File: config.mk
export PLATFORM = sky130hd
export DESIGN_NAME = charger_smbus_setpoint_regs
export DESIGN_NICKNAME = d
export VERILOG_FILES = /design/src/charger_pkg.sv /design/src/smb_reg_if.sv /design/src/smbus_slave.sv /design/src/charger_smbus_setpoint_regs.sv
export SDC_FILE = /design/constraint.sdc
export NUM_CORES = 1
export LEC_CHECK = 0
export ABC_AREA = 1
export BUFFER_PORTS_ARGS = -buffer_cell sky130_fd_sc_hd__buf_2
export CORE_ASPECT_RATIO = 1.4
export CORE_UTILIZATION = 38
export DETAILED_ROUTE_END_ITERATION = 10
export GPL_TIMING_DRIVEN = 1
export SYNTH_ARGS = -nofsm -noshare
export SYNTH_HDL_FRONTEND = slang
export SYNTH_SLANG_ARGS = --single-unit
export TNS_END_PERCENT = 10
File: constraint.sdc
create_clock -name i_sys_clk -period 16.4 [get_ports i_sys_clk]
set_clock_uncertainty 0.1 [all_clocks]
set_input_delay 4.92 -clock i_sys_clk [delete_from_list [all_inputs] [get_ports i_sys_clk]]
set_output_delay 4.92 -clock i_sys_clk [all_outputs]
set_load 0.005 [all_outputs]
File: src/charger_pkg.sv
package charger_pkg;

  // Bus address in its 8-bit form; the low bit is the read/write flag.
  localparam logic [7:0]  SLAVE_ADDR_8    = 8'h12;

  // Command codes of the setpoint registers.
  localparam logic [7:0]  CMD_CHG_CURRENT = 8'h14;
  localparam logic [7:0]  CMD_CHG_VOLTAGE = 8'h15;
  localparam logic [7:0]  CMD_IN_CURRENT  = 8'h3F;

  // Significant bits of each setpoint; others read back as zero.
  localparam logic [15:0] CURRENT_MASK    = 16'h3F80;
  localparam logic [15:0] VOLTAGE_MASK    = 16'h7FFE;
  localparam int          CURRENT_LSB_POS = 7;

  // Reset values of the setpoints.
  localparam logic [15:0] SETPOINT_RESET  = 16'h0000;

  // Charge voltage thresholds in millivolts.
  localparam logic [15:0] V_WAKE_MV       = 16'h2328;
  localparam logic [15:0] V_3CELL_LO_MV   = 16'h2EE0;
  localparam logic [15:0] V_3CELL_HI_MV   = 16'h3840;
  localparam logic [15:0] V_4CELL_LO_MV   = 16'h3E80;
  localparam logic [15:0] V_4CELL_HI_MV   = 16'h4B00;

  // Internal voltage step: 18.75 mV is 75/4 mV, 25 mV for four cells.
  localparam logic [19:0] STEP3_X4        = 20'h0004B;
  localparam logic [19:0] STEP4           = 20'h00019;
  localparam logic [6:0]  VDAC_MAX        = 7'h7F;

  // Bits in a byte on the bus.
  localparam logic [3:0]  BITS_PER_BYTE   = 4'h8;

endpackage

File: src/smb_reg_if.sv
`timescale 1ns/1ps
`default_nettype none
// Carries register writes and read data between the bus engine and the bank.
interface smb_reg_if;
  logic        wr_stb;
  logic [7:0]  cmd;
  logic [15:0] wdata;
  logic [15:0] rdata;

  modport engine (output wr_stb, output cmd, output wdata, input rdata);
  modport bank   (input wr_stb, input cmd, input wdata, output rdata);
endinterface
`default_nettype wire

File: src/smbus_slave.sv
`timescale 1ns/1ps
`default_nettype none
// Slave-only word read/write engine; never drives the clock line.
module smbus_slave
  import charger_pkg::*;
(
  // Clock and reset.
  input  wire logic i_sys_clk,
  input  wire logic i_arst_n,
  // Bus pins.
  input  wire logic i_smb_scl,
  input  wire logic i_smb_sda,
  output logic      o_sda_oe,
  // Register side.
  smb_reg_if.engine reg_if
);

  typedef enum logic [2:0] {
    ST_IDLE  = 3'h0,
    ST_ADDR  = 3'h1,
    ST_CMD   = 3'h2,
    ST_WDATA = 3'h3,
    ST_RDATA = 3'h4,
    ST_SKIP  = 3'h5
  } st_t;

  logic [2:0] scl_r, scl_nxt, sda_r, sda_nxt;
  st_t        st_r, st_nxt;
  logic [3:0] bcnt_r, bcnt_nxt;
  logic [7:0] sh_r, sh_nxt, tx_r, tx_nxt, cmd_r, cmd_nxt, lo_r, lo_nxt;
  logic [1:0] bidx_r, bidx_nxt;
  logic       ackph_r, ackph_nxt, nack_r, nack_nxt, oe_r, oe_nxt, stb_r, stb_nxt;
  logic       rise, fall, start, stop;

  // Two flops synchronise the pins; the third stage only finds edges.
  assign scl_nxt = {scl_r[1:0], i_smb_scl};
  assign sda_nxt = {sda_r[1:0], i_smb_sda};
  assign rise  = scl_r[1] & ~scl_r[2];
  assign fall  = ~scl_r[1] & scl_r[2];
  assign start = scl_r[1] & scl_r[2] & ~sda_r[1] & sda_r[2];
  assign stop  = scl_r[1] & scl_r[2] & sda_r[1] & ~sda_r[2];

  // Byte framing, acknowledge and transmit control.
  always_comb begin
    st_nxt = st_r; bcnt_nxt = bcnt_r; sh_nxt = sh_r; tx_nxt = tx_r;
    cmd_nxt = cmd_r; lo_nxt = lo_r; bidx_nxt = bidx_r; ackph_nxt = ackph_r;
    nack_nxt = nack_r; oe_nxt = oe_r; stb_nxt = 1'b0;
    if (start) begin
      st_nxt = ST_ADDR; bcnt_nxt = 4'h0; ackph_nxt = 1'b0; oe_nxt = 1'b0;
    end else if (stop) begin
      st_nxt = ST_IDLE; oe_nxt = 1'b0;
    end else if (rise && st_r != ST_IDLE && st_r != ST_SKIP) begin
      if (ackph_r) begin
        nack_nxt = sda_r[1]; // Master acknowledge of a transmitted byte.
      end else begin
        sh_nxt = {sh_r[6:0], sda_r[1]};
        tx_nxt = {tx_r[6:0], 1'b0};
        bcnt_nxt = bcnt_r + 4'h1;
      end
    end else if (fall && st_r != ST_IDLE && st_r != ST_SKIP) begin
      if (ackph_r) begin
        ackph_nxt = 1'b0; oe_nxt = 1'b0; bcnt_nxt = 4'h0;
        if (st_r == ST_RDATA) begin
          if (!nack_r && bidx_r != 2'h2) begin
            tx_nxt = (bidx_r == 2'h0) ? reg_if.rdata[7:0] : reg_if.rdata[15:8];
            oe_nxt = ~((bidx_r == 2'h0) ? reg_if.rdata[7] : reg_if.rdata[15]);
          end else begin
            st_nxt = ST_SKIP;
          end
        end
      end else if (bcnt_r == BITS_PER_BYTE) begin
        ackph_nxt = 1'b1; oe_nxt = 1'b0;
        case (st_r)
          ST_ADDR: begin
            if (sh_r[7:1] == SLAVE_ADDR_8[7:1]) begin
              oe_nxt = 1'b1;
              st_nxt = sh_r[0] ? ST_RDATA : ST_CMD;
              bidx_nxt = 2'h0; nack_nxt = 1'b0;
            end else begin
              st_nxt = ST_SKIP;
            end
          end
          ST_CMD: begin
            // Only the three setpoint commands are acknowledged.
            if (sh_r == CMD_CHG_CURRENT || sh_r == CMD_CHG_VOLTAGE ||
                sh_r == CMD_IN_CURRENT) begin
              cmd_nxt = sh_r; oe_nxt = 1'b1; st_nxt = ST_WDATA; bidx_nxt = 2'h0;
            end else begin
              st_nxt = ST_SKIP;
            end
          end
          ST_WDATA: begin
            oe_nxt = (bidx_r != 2'h2); // No error-code byte is accepted.
            if (bidx_r == 2'h0) lo_nxt = sh_r;
            if (bidx_r == 2'h1) stb_nxt = 1'b1;
            if (bidx_r != 2'h2) bidx_nxt = bidx_r + 2'h1;
            else st_nxt = ST_SKIP;
          end
          ST_RDATA: begin
            bidx_nxt = bidx_r + 2'h1; // Master drives the acknowledge.
          end
          default: st_nxt = ST_SKIP;
        endcase
      end else if (st_r == ST_RDATA) begin
        oe_nxt = ~tx_r[7]; // Open drain: pull low for a zero bit.
      end
    end
  end

  // State registers.
  always_ff @(posedge i_sys_clk or negedge i_arst_n) begin
    if (!i_arst_n) begin
      scl_r <= 3'h7; sda_r <= 3'h7; st_r <= ST_IDLE; bcnt_r <= 4'h0;
      sh_r <= 8'h00; tx_r <= 8'h00; cmd_r <= 8'h00; lo_r <= 8'h00;
      bidx_r <= 2'h0; ackph_r <= 1'b0; nack_r <= 1'b0; oe_r <= 1'b0;
      stb_r <= 1'b0;
    end else begin
      scl_r <= scl_nxt; sda_r <= sda_nxt; st_r <= st_nxt; bcnt_r <= bcnt_nxt;
      sh_r <= sh_nxt; tx_r <= tx_nxt; cmd_r <= cmd_nxt; lo_r <= lo_nxt;
      bidx_r <= bidx_nxt; ackph_r <= ackph_nxt; nack_r <= nack_nxt;
      oe_r <= oe_nxt; stb_r <= stb_nxt;
    end
  end

  assign o_sda_oe      = oe_r;
  assign reg_if.wr_stb = stb_r;
  assign reg_if.cmd    = cmd_r;
  assign reg_if.wdata  = {sh_r, lo_r};

endmodule
`default_nettype wire

File: src/charger_smbus_setpoint_regs.sv
`timescale 1ns/1ps
`default_nettype none
// Notes on behaviour
// - Start charging only inside temperature window.
// - Suspend whenever temperature leaves window; resume inside.
// - Suspend turns off both switch drives.
// - Bus slave only, no error-code byte.
// - Answer at bus address 0x12.
// - Only the three setpoint commands supported.
// - Charge current 16 bits, bits 7-13 count.
// - Charge current valid 0 to 16.256 A.
// - Over-range charge current loses bits 14-15, no clamp; may become zero.
// - Zero charge current disables the charger.
// - Input current limit, same layout as charge.
// - Over-range input current loses bits 14-15, no clamp; may become zero.
// - Zero input current disables the charger.
// - Charge voltage bits 1-14, 2 mV weight.
// - Valid voltages truncate down to internal step.
// - Out-of-range voltage disables, flags, alerts host.
// - Voltage above 19.2 V clamps to maximum.
// - Exactly 9000 mV selects wake-up target.
module charger_smbus_setpoint_regs
  import charger_pkg::*;
(
  // Clock and reset.
  input  wire logic       i_sys_clk,
  input  wire logic       i_arst_n,
  // Bus pins; data is open drain, the clock is input only.
  input  wire logic       i_smb_scl,
  input  wire logic       i_smb_sda,
  output logic            o_smb_sda_out,
  output logic            o_smb_sda_oe,
  // Temperature window comparator result.
  input  wire logic       i_temp_in_window,
  // Switch drive requests from the converter, and gated drives.
  input  wire logic       i_hs_drive_req,
  input  wire logic       i_ls_drive_req,
  output logic            o_hs_drive,
  output logic            o_ls_drive,
  // Decoded setpoints and status.
  output logic            o_charge_enable,
  output logic [6:0]      o_chg_current_code,
  output logic [6:0]      o_in_current_code,
  output logic [6:0]      o_vdac_code,
  output logic            o_vdac_4cell,
  output logic            o_vdac_wake,
  output logic            o_vor_flag,
  output logic            o_host_alert
);

  smb_reg_if reg_if ();

  logic [15:0] cc_r, cc_nxt, cv_r, cv_nxt, icl_r, icl_nxt;
  logic [1:0]  temp_r, temp_nxt;
  logic        en_r, en_nxt, hs_r, hs_nxt, ls_r, ls_nxt, vor_r, vor_nxt;
  logic        four_r, four_nxt, wake_r, wake_nxt, oe_q_r;
  logic [6:0]  vcode_r, vcode_nxt;
  logic [15:0] v_mv;
  logic [19:0] diff3, diff4;
  logic        vor_c;

  smbus_slave u_slave (
    .i_sys_clk (i_sys_clk),
    .i_arst_n  (i_arst_n),
    .i_smb_scl (i_smb_scl),
    .i_smb_sda (i_smb_sda),
    .o_sda_oe  (o_smb_sda_oe),
    .reg_if    (reg_if)
  );

  // Register writes keep only significant bits, so reads show zeros there.
  always_comb begin
    cc_nxt  = cc_r;
    cv_nxt  = cv_r;
    icl_nxt = icl_r;
    if (reg_if.wr_stb) begin
      if (reg_if.cmd == CMD_CHG_CURRENT) begin
        cc_nxt = reg_if.wdata & CURRENT_MASK;
      end else if (reg_if.cmd == CMD_CHG_VOLTAGE) begin
        cv_nxt = reg_if.wdata & VOLTAGE_MASK;
      end else if (reg_if.cmd == CMD_IN_CURRENT) begin
        icl_nxt = reg_if.wdata & CURRENT_MASK;
      end
    end
  end

  // Read data mux by command.
  always_comb begin
    if (reg_if.cmd == CMD_CHG_CURRENT) begin
      reg_if.rdata = cc_r;
    end else if (reg_if.cmd == CMD_CHG_VOLTAGE) begin
      reg_if.rdata = cv_r;
    end else if (reg_if.cmd == CMD_IN_CURRENT) begin
      reg_if.rdata = icl_r;
    end else begin
      reg_if.rdata = 16'h0000;
    end
  end

  // Voltage decode: range check, step truncation and clamp.
  assign v_mv  = cv_r;
  assign diff3 = {4'h0, v_mv - V_3CELL_LO_MV};
  assign diff4 = {4'h0, v_mv - V_4CELL_LO_MV};
  assign vor_c = (v_mv != V_WAKE_MV) &&
                 ((v_mv < V_3CELL_LO_MV) ||
                  (v_mv >= V_3CELL_HI_MV && v_mv < V_4CELL_LO_MV));

  always_comb begin
    wake_nxt  = (v_mv == V_WAKE_MV);
    four_nxt  = (v_mv >= V_4CELL_LO_MV);
    vor_nxt   = vor_c;
    vcode_nxt = 7'h00;
    if (v_mv >= V_4CELL_HI_MV) begin
      vcode_nxt = VDAC_MAX;
    end else if (four_nxt) begin
      vcode_nxt = 7'(diff4 / STEP4);
    end else if (!vor_c && !wake_nxt) begin
      vcode_nxt = 7'({diff3[17:0], 2'b00} / STEP3_X4);
    end
  end

  // Charge enable and drive gating; temperature passes two flops first.
  assign temp_nxt = {temp_r[0], i_temp_in_window};
  always_comb begin
    // Bits 14 and 15 are dropped, so over-range values wrap into 0 to 16.256 A.
    en_nxt = (cc_r[13:7] != 7'h00) && (icl_r[13:7] != 7'h00) &&
             !vor_c && temp_r[1];
    hs_nxt = i_hs_drive_req & en_nxt;
    ls_nxt = i_ls_drive_req & en_nxt;
  end

  // State registers.
  always_ff @(posedge i_sys_clk or negedge i_arst_n) begin
    if (!i_arst_n) begin
      cc_r <= SETPOINT_RESET; cv_r <= SETPOINT_RESET; icl_r <= SETPOINT_RESET;
      temp_r <= 2'h0; en_r <= 1'b0; hs_r <= 1'b0; ls_r <= 1'b0;
      vor_r <= 1'b0; four_r <= 1'b0; wake_r <= 1'b0; vcode_r <= 7'h00;
      oe_q_r <= 1'b0;
    end else begin
      cc_r <= cc_nxt; cv_r <= cv_nxt; icl_r <= icl_nxt;
      temp_r <= temp_nxt; en_r <= en_nxt; hs_r <= hs_nxt; ls_r <= ls_nxt;
      vor_r <= vor_nxt; four_r <= four_nxt; wake_r <= wake_nxt;
      vcode_r <= vcode_nxt; oe_q_r <= 1'b0;
    end
  end

  assign o_smb_sda_out      = oe_q_r; // Always low when enabled.
  assign o_hs_drive         = hs_r;
  assign o_ls_drive         = ls_r;
  assign o_charge_enable    = en_r;
  assign o_chg_current_code = cc_r[CURRENT_LSB_POS +: 7];
  assign o_in_current_code  = icl_r[CURRENT_LSB_POS +: 7];
  assign o_vdac_code        = vcode_r;
  assign o_vdac_4cell       = four_r;
  assign o_vdac_wake        = wake_r;
  assign o_vor_flag         = vor_r;
  assign o_host_alert       = vor_r;
endmodule
`default_nettype wire

Yosys cells after proc, flatten, opt, wreduce, memory -nomap -nowiden
Index checks and enable logic that the tools add are counted.
{ "op_classes": {"n_reduce_logical": 48, "n_shift": 0, "div_mod_pow": 2, "order_cmp": 5, "n_addsub": 4, "n_bitwise": 21, "eq_ne": 31, "mul": 0, "n_mux": 70} }
{ "op_table": {"columns": ["operator", "n"], "rows": [
  ["$mux W8", 7],
  ["$mux W3", 12],
  ["$mux W1", 33],
  ["$eq A8 B5 Y1 const B", 4],
  ["$sub A15 B14 Y16 const B", 2],
  ["$ge A15 B14 Y1 const B", 2],
  ["$lt A15 B14 Y1 const B", 2],
  ["$mux W15", 2],
  ["$mux W4", 6],
  ["$reduce_and A8 Y1", 3],
  ["$mux W7", 3],
  ["$div A16 B5 Y20 const B", 1],
  ["$div A18 B7 Y20 const B", 1],
  ["$eq A8 B6 Y1 const B", 2],
  ["$reduce_bool A2 Y1", 8],
  ["$ge A15 B15 Y1 const B", 1],
  ["$eq A14 B13 Y1 const B", 1],
  ["$mux W14", 1],
  ["$ne A14 B13 Y1 const B", 1],
  ["$reduce_and A7 Y1", 2],
  ["$reduce_bool A7 Y1", 2],
  ["$ne A2 B1 Y1 const B", 6],
  ["$not A1 Y1", 12],
  ["$pmux W3 S4", 1],
  ["29 further kinds", 66]
]} }
{ "word_totals": {"wordCells": 205, "ram_bits": 0, "latchBits": 0, "regBits": 94, "n_memories": 0, "mem_bits_ro": 0, "out_inout_bits": 30} }

Logic depth before layout (Yosys ltp)
{ "logic_depth": {"depth_word": 13, "depth_mapped": 86, "mapped_depth_nobuf": 86} }

Cells and area by module
Synthesis repeated with hierarchy kept, for this count alone.
{ "unflattened": {"cells_unflattened": 1918, "hier_area_um2": 11408.4} }
{ "modules_own_cells": {"columns": ["module", "n_inst", "seq_area_each_um2", "cells_each", "area_per_inst_um2"], "rows": [
  ["charger_smbus_setpoint_regs", 1, 1076.0, 1594, 8877.3],
  ["smbus_slave", 1, 1283.7, 324, 2531.2]
]} }

Worst setup path after synthesis
Ideal clock, no wire load.
{ "synth_timing": {"kind": "flip-flop to flip-flop", "start": "register cv_r[7]", "end": "register vcode_r[0] (netlist: o_vdac_code[0])", "path_buffers": 6, "setup_ns": 0.118, "required_time_ns": 16.182, "arrival_ns": 8.092, "slack_ns": 8.091, "path_stages_with_launch": 75, "path_cell_list": "dfrtp_1 -> inv_2 -> ha_1 -> nor2_4 -> nand2_1 -> nand2_1 -> nand2_2 -> nor2_8 -> a21oi_1 -> ha_1 -> inv_1 -> nand2_4 -> nand2_1 -> buf_2 -> inv_1 -> nand3b_2 -> nand3_2 -> nor2_4 -> (+39 left out) -> nor2_2 -> nand3_1 -> nand2_1 -> inv_1 -> ha_1 -> nand3_1 -> nand2_1 -> nand2_1 -> nand2_2 -> nor2_4 -> nand2_2 -> buf_6 -> nand2_1 -> nand3_1 -> nor2_1 -> nand4_1 -> nand2_1 -> nand2_1"} }
{ "synth_via": {"elab_chain_cells": 9, "elab_cells_between_ends": 20} }
{ "synth_lines": {"columns": ["element", "line", "text"], "rows": [
  ["start, declared", "charger_smbus_setpoint_regs.sv:53", "logic [15:0] cc_r, cc_nxt, cv_r, cv_nxt, icl_r, icl_nxt;"],
  ["start signal, assigned", "charger_smbus_setpoint_regs.sv:140", "cc_r <= cc_nxt; cv_r <= cv_nxt; icl_r <= icl_nxt;"],
  ["branches (longest 8 deep; another with $div A18 B7 Y20)", null, null],
  ["$mux W7 (*)", "charger_smbus_setpoint_regs.sv:113", "if (v_mv >= V_4CELL_HI_MV) begin"],
  ["via vcode_nxt[0]", "charger_smbus_setpoint_regs.sv:57", "logic [6:0] vcode_r, vcode_nxt;"],
  ["end signal, assigned", "charger_smbus_setpoint_regs.sv:137", "vor_r <= 1'b0; four_r <= 1'b0; wake_r <= 1'b0; vcode_r <= 7'h00;"],
  ["end signal, assigned", "charger_smbus_setpoint_regs.sv:143", "vcode_r <= vcode_nxt; oe_q_r <= 1'b0;"],
  ["end, declared", "charger_smbus_setpoint_regs.sv:57", null]
]} }
Mark *: on every way through the listed nets, which the timed path passes.
A chain may end at the register's enable or synchronous reset.

Final worst setup path
{ "layout_timing": {"start": "register cv_r[5]", "end": "register vcode_r[0] (netlist: o_vdac_code[0])"} }
The elaborated chain is that of the path after synthesis.

==> reports/qor.yml <==
sta:
  worst_slack_ps: 5360
  setup_viol: 0
  relSlewSlack_pct: 31.4
  maxSlewViolCount: 0
  hold_viol: 0
  finalCritPeriodShare_pct: 67.3
  rsz0062_at_grt: "no"
  worst_pin_slew_ps: 1030
  period_needed_ps: 11040
  fmax_ghz: 0.0906
  finalSetupTns_ps: 0
  hold_ws_ps: 258
synth:
  synth_fa_ha_area_share_pct: 2.49
  ys_ff_latch: 93
  ys_top_cells_by_area: "nand2_1 21%, dfrtp_1 20%, nand3_1 9.8%"
  post_synth.cell_area_avg_um2: 5.92
  synth_area_leader_cell: "nand2_1"
  synth_compound_area_share_pct: 9.82
  ys_seq_area_share_pct: 21.1
  synth_xor_area_share_pct: 3.72
  syn_nets: 1898
  synth_top_family_by_area: "simple AND/OR/NAND/NOR gates"
  synth_edf_count: 0
  synth_top_area_share_pct: 20.6
  synth_ff_type: "dfrtp_1"
  syn_inst: 1869
  synth.distinct_cells: 58
  synth_simple_gate_area_share_pct: 51.6
  synthMuxAreaShare_pct: 0
  synth_warnings: 0
  async_flop_share_pct: 100
  syn_area_mm2: 0.0111
die:
  dieArea_mm2: 0.0298
  core_area_mm2: 0.0285
  die-width_um: 146
  io_pins: 37
  die-height_um: 204
  start_util_pct: 38.8
  rows: 73
power:
  p_sw_mw: 0.187
  p_leak_nw: 6.63
  p_int_mw: 0.381
  peakVddDrop_mv: 0.107
  p_total_mw: 0.568
  p_per_area_mw_per_mm2: 48.0
  power_frac_comb_pct: 15.6
  p_clk_share_pct: 38.4
  p_sw_share_pct: 33.0
  seqPwrFrac_pct: 46.0
global_route:
  antenna_found_initial: 1
  grt_pass1_vias: 11100
  grt_pass1_wl_mm: 51.6
  gr-usage-all-layers_pct: 21.1
  gr-total-overflow: 0
  grt_start_max_net_pins: 82
critical_path:
  critical_path.max_stage_delay_ps: 600
  critical_path_class: "reg2reg"
  rrSetupSlack_ps: 5360
  crit_path_start: "cv_r[5]"
  worst-path-max-fanout: 20
  reg2regPathDepth: 64
  arrival_ps: 11200
  path_common_cell: "nand2_1"
  required_ps: 16560
  crit_path_end_kind: "flip-flop"
  rr_endpoint: "o_vdac_code[0]"
  r2r_start: "cv_r[5]"
  crit_end: "o_vdac_code[0]"
  cp-start-kind: "flip-flop"
  slowest_stage: "nand2_1"
final_layout:
  final_cell_count_no_fill: 2272
  post-route-util_pct: 41.6
  area_growth_pct: 7.16
  num_antenna_cells: 0
  stdcell_area_mm2: 0.0118
  layout-drive-gt1-share_pct: 12.1
  layout.nets: 1921
placed_design:
  post_dp_cell_area_mm2: 0.0115
  dp_slack_ps: 5370
  port_buffers: 35
  gp_congestion: 0.902
  dp_hpwl_mm: 25.3
  dpl.cell_count: 2256
clock_network:
  clk_pin_slew_ps: 80
  ctsLongestPathBuffers: 2
  ctsHoldBuffers: 0
  clk-insertion-delay-late_ps: 370
  clock-root-buffer: "clkbuf_16"
  tritoncts: "yes"
  cts-resized-gates: 0
  ctsHtreeMaxLevel: 3
  cts_buffers: 9
  cts_setup_buffers: 0
  clock_sinks: 93
route:
  wire_per_inst_um: 13.6
  dr.pass1.iters: 6
  drtAntennaViolNets: 0
  wl_mm: 30.9
  drtIter0Drc: 552
  viasPerCell: 5.17
  drcViolationCount: 0
  num_vias: 11700
run:
  drv_cap: 0
min_path:
  holdCritPathClass: "reg2reg"
run_status:
  status: "finished, final reports clean"
cell usage in the layout, fill, tap and decap left out, types with 4 or more instances in the layout:
master and count:
a31oi_1 6, nand3b_1 4, clkinv_1 10, o21ai_0 84
clkbuf_16 9, nand4_1 56, nand3_1 216, o211ai_1 9
xor2_1 36, inv_2 20, nand3_2 22, nand2_2 63
a21oi_2 5, xnor2_1 11, nand4_2 5, inv_1 254
ha_1 22, nor3_1 15, nor2_4 15, buf_2 34
nand2_1 607, nand2_4 8, dfrtp_1 87, dfstp_2 6
nor2_2 17, nor4_1 8, o21ai_1 8, nor2_1 151
a21oi_1 49, nand3_4 6
routing by layer:
layer,wire (um),global-route usage [%],vias to the layer above
met2,16600,41.4,263
met1,12200,22.3,5363
li1,-,-,6049
met3,965,2.30,69
met5,0,0,-
met4,1140,9.82,0
cells by family (layout without fill, tap and decap cells):
group | count (synthesis) | count (layout)
buf+inv | 309 | 337
other cells | 1 | 1
flops | 93 | 93
xor+xnor | 47 | 47
fa+ha+maj | 22 | 22
compound gates | 188 | 188
simple gates | 1209 | 1209
sequential cells by signal, indices dropped and copies added, names as in the netlist, 2 cells and up:
| register | cells |
|---|---|
| temp_r | 2 |
| u_slave.lo_r | 7 |
| u_slave.reg_if.cmd | 8 |
| u_slave.scl_r | 3 |
| o_vdac_code | 7 |
| u_slave.st_r | 3 |
| cv_r | 14 |
| u_slave.bidx_r | 2 |
| u_slave.tx_r | 8 |
| icl_r | 7 |
| u_slave.sh_r | 8 |
| cc_r | 7 |
| u_slave.sda_r | 3 |
| u_slave.bcnt_r | 4 |
worst max-delay path, delay by kind of cell, from the launching register on:
family | cells | cell delay [ps]
flops | 1 | 510
compound gates | 3 | 650
buf+inv | 5 | 1090
fa+ha+maj | 3 | 750
simple gates | 53 | 7810
cells in the mapped netlist (4+ instances only):
master / instances
a21oi_1: 49
a21oi_2: 5
a31oi_1: 6
buf_2: 5
buf_4: 4
buf_6: 8
clkbuf_1: 8
clkinv_1: 10
dfrtp_1: 87
dfstp_2: 6
ha_1: 22
inv_1: 254
inv_2: 20
nand2_1: 607
nand2_2: 63
nand2_4: 8
nand3_1: 216
nand3_2: 22
nand3_4: 6
nand3b_1: 4
nand4_1: 56
nand4_2: 5
nor2_1: 151
nor2_2: 17
nor2_4: 15
nor3_1: 15
nor4_1: 8
o211ai_1: 9
o21ai_0: 84
o21ai_1: 8
xnor2_1: 11
xor2_1: 36
power groups by stage:
stage | registers [mW] | logic (mW) | clock network [mW]
after floorplan | 0.262 | 0.0574 | 0
after global placement | 0.265 | 0.0869 | 0
after detailed placement | 0.266 | 0.0891 | 0
after CTS | 0.261 | 0.0896 | 0.225
after global routing | 0.264 | 0.102 | 0.232
final | 0.261 | 0.0885 | 0.218
how the worst min path moves through the flow:
stage,startpoint,end,slack [ps],cells after the start
floorplan,temp_r[0],temp_r[1],230,0
global placement,u_slave.sda_r[0],u_slave.sda_r[1],250,0
detailed placement,temp_r[0],temp_r[1],240,0
CTS,u_slave.sda_r[0],u_slave.sda_r[1],260,0
global route,u_slave.sda_r[0],u_slave.sda_r[1],260,0
finish,u_slave.sda_r[0],u_slave.sda_r[1],260,0
layout make-up:
| cell class | instances | area (um2) |
|---|---|---|
| Fill cell | 3144 | 16600 |
| Sequential cell | 93 | 2330 |
| Inverter | 284 | 1070 |
| Clock buffer | 9 | 225 |
| Clock inverter | 7 | 80.1 |
| Tap cell | 375 | 469 |
| Multi-Input combinational cell | 1467 | 7480 |
| Timing Repair Buffer | 37 | 193 |
Power figures use the tool's default switching activity.
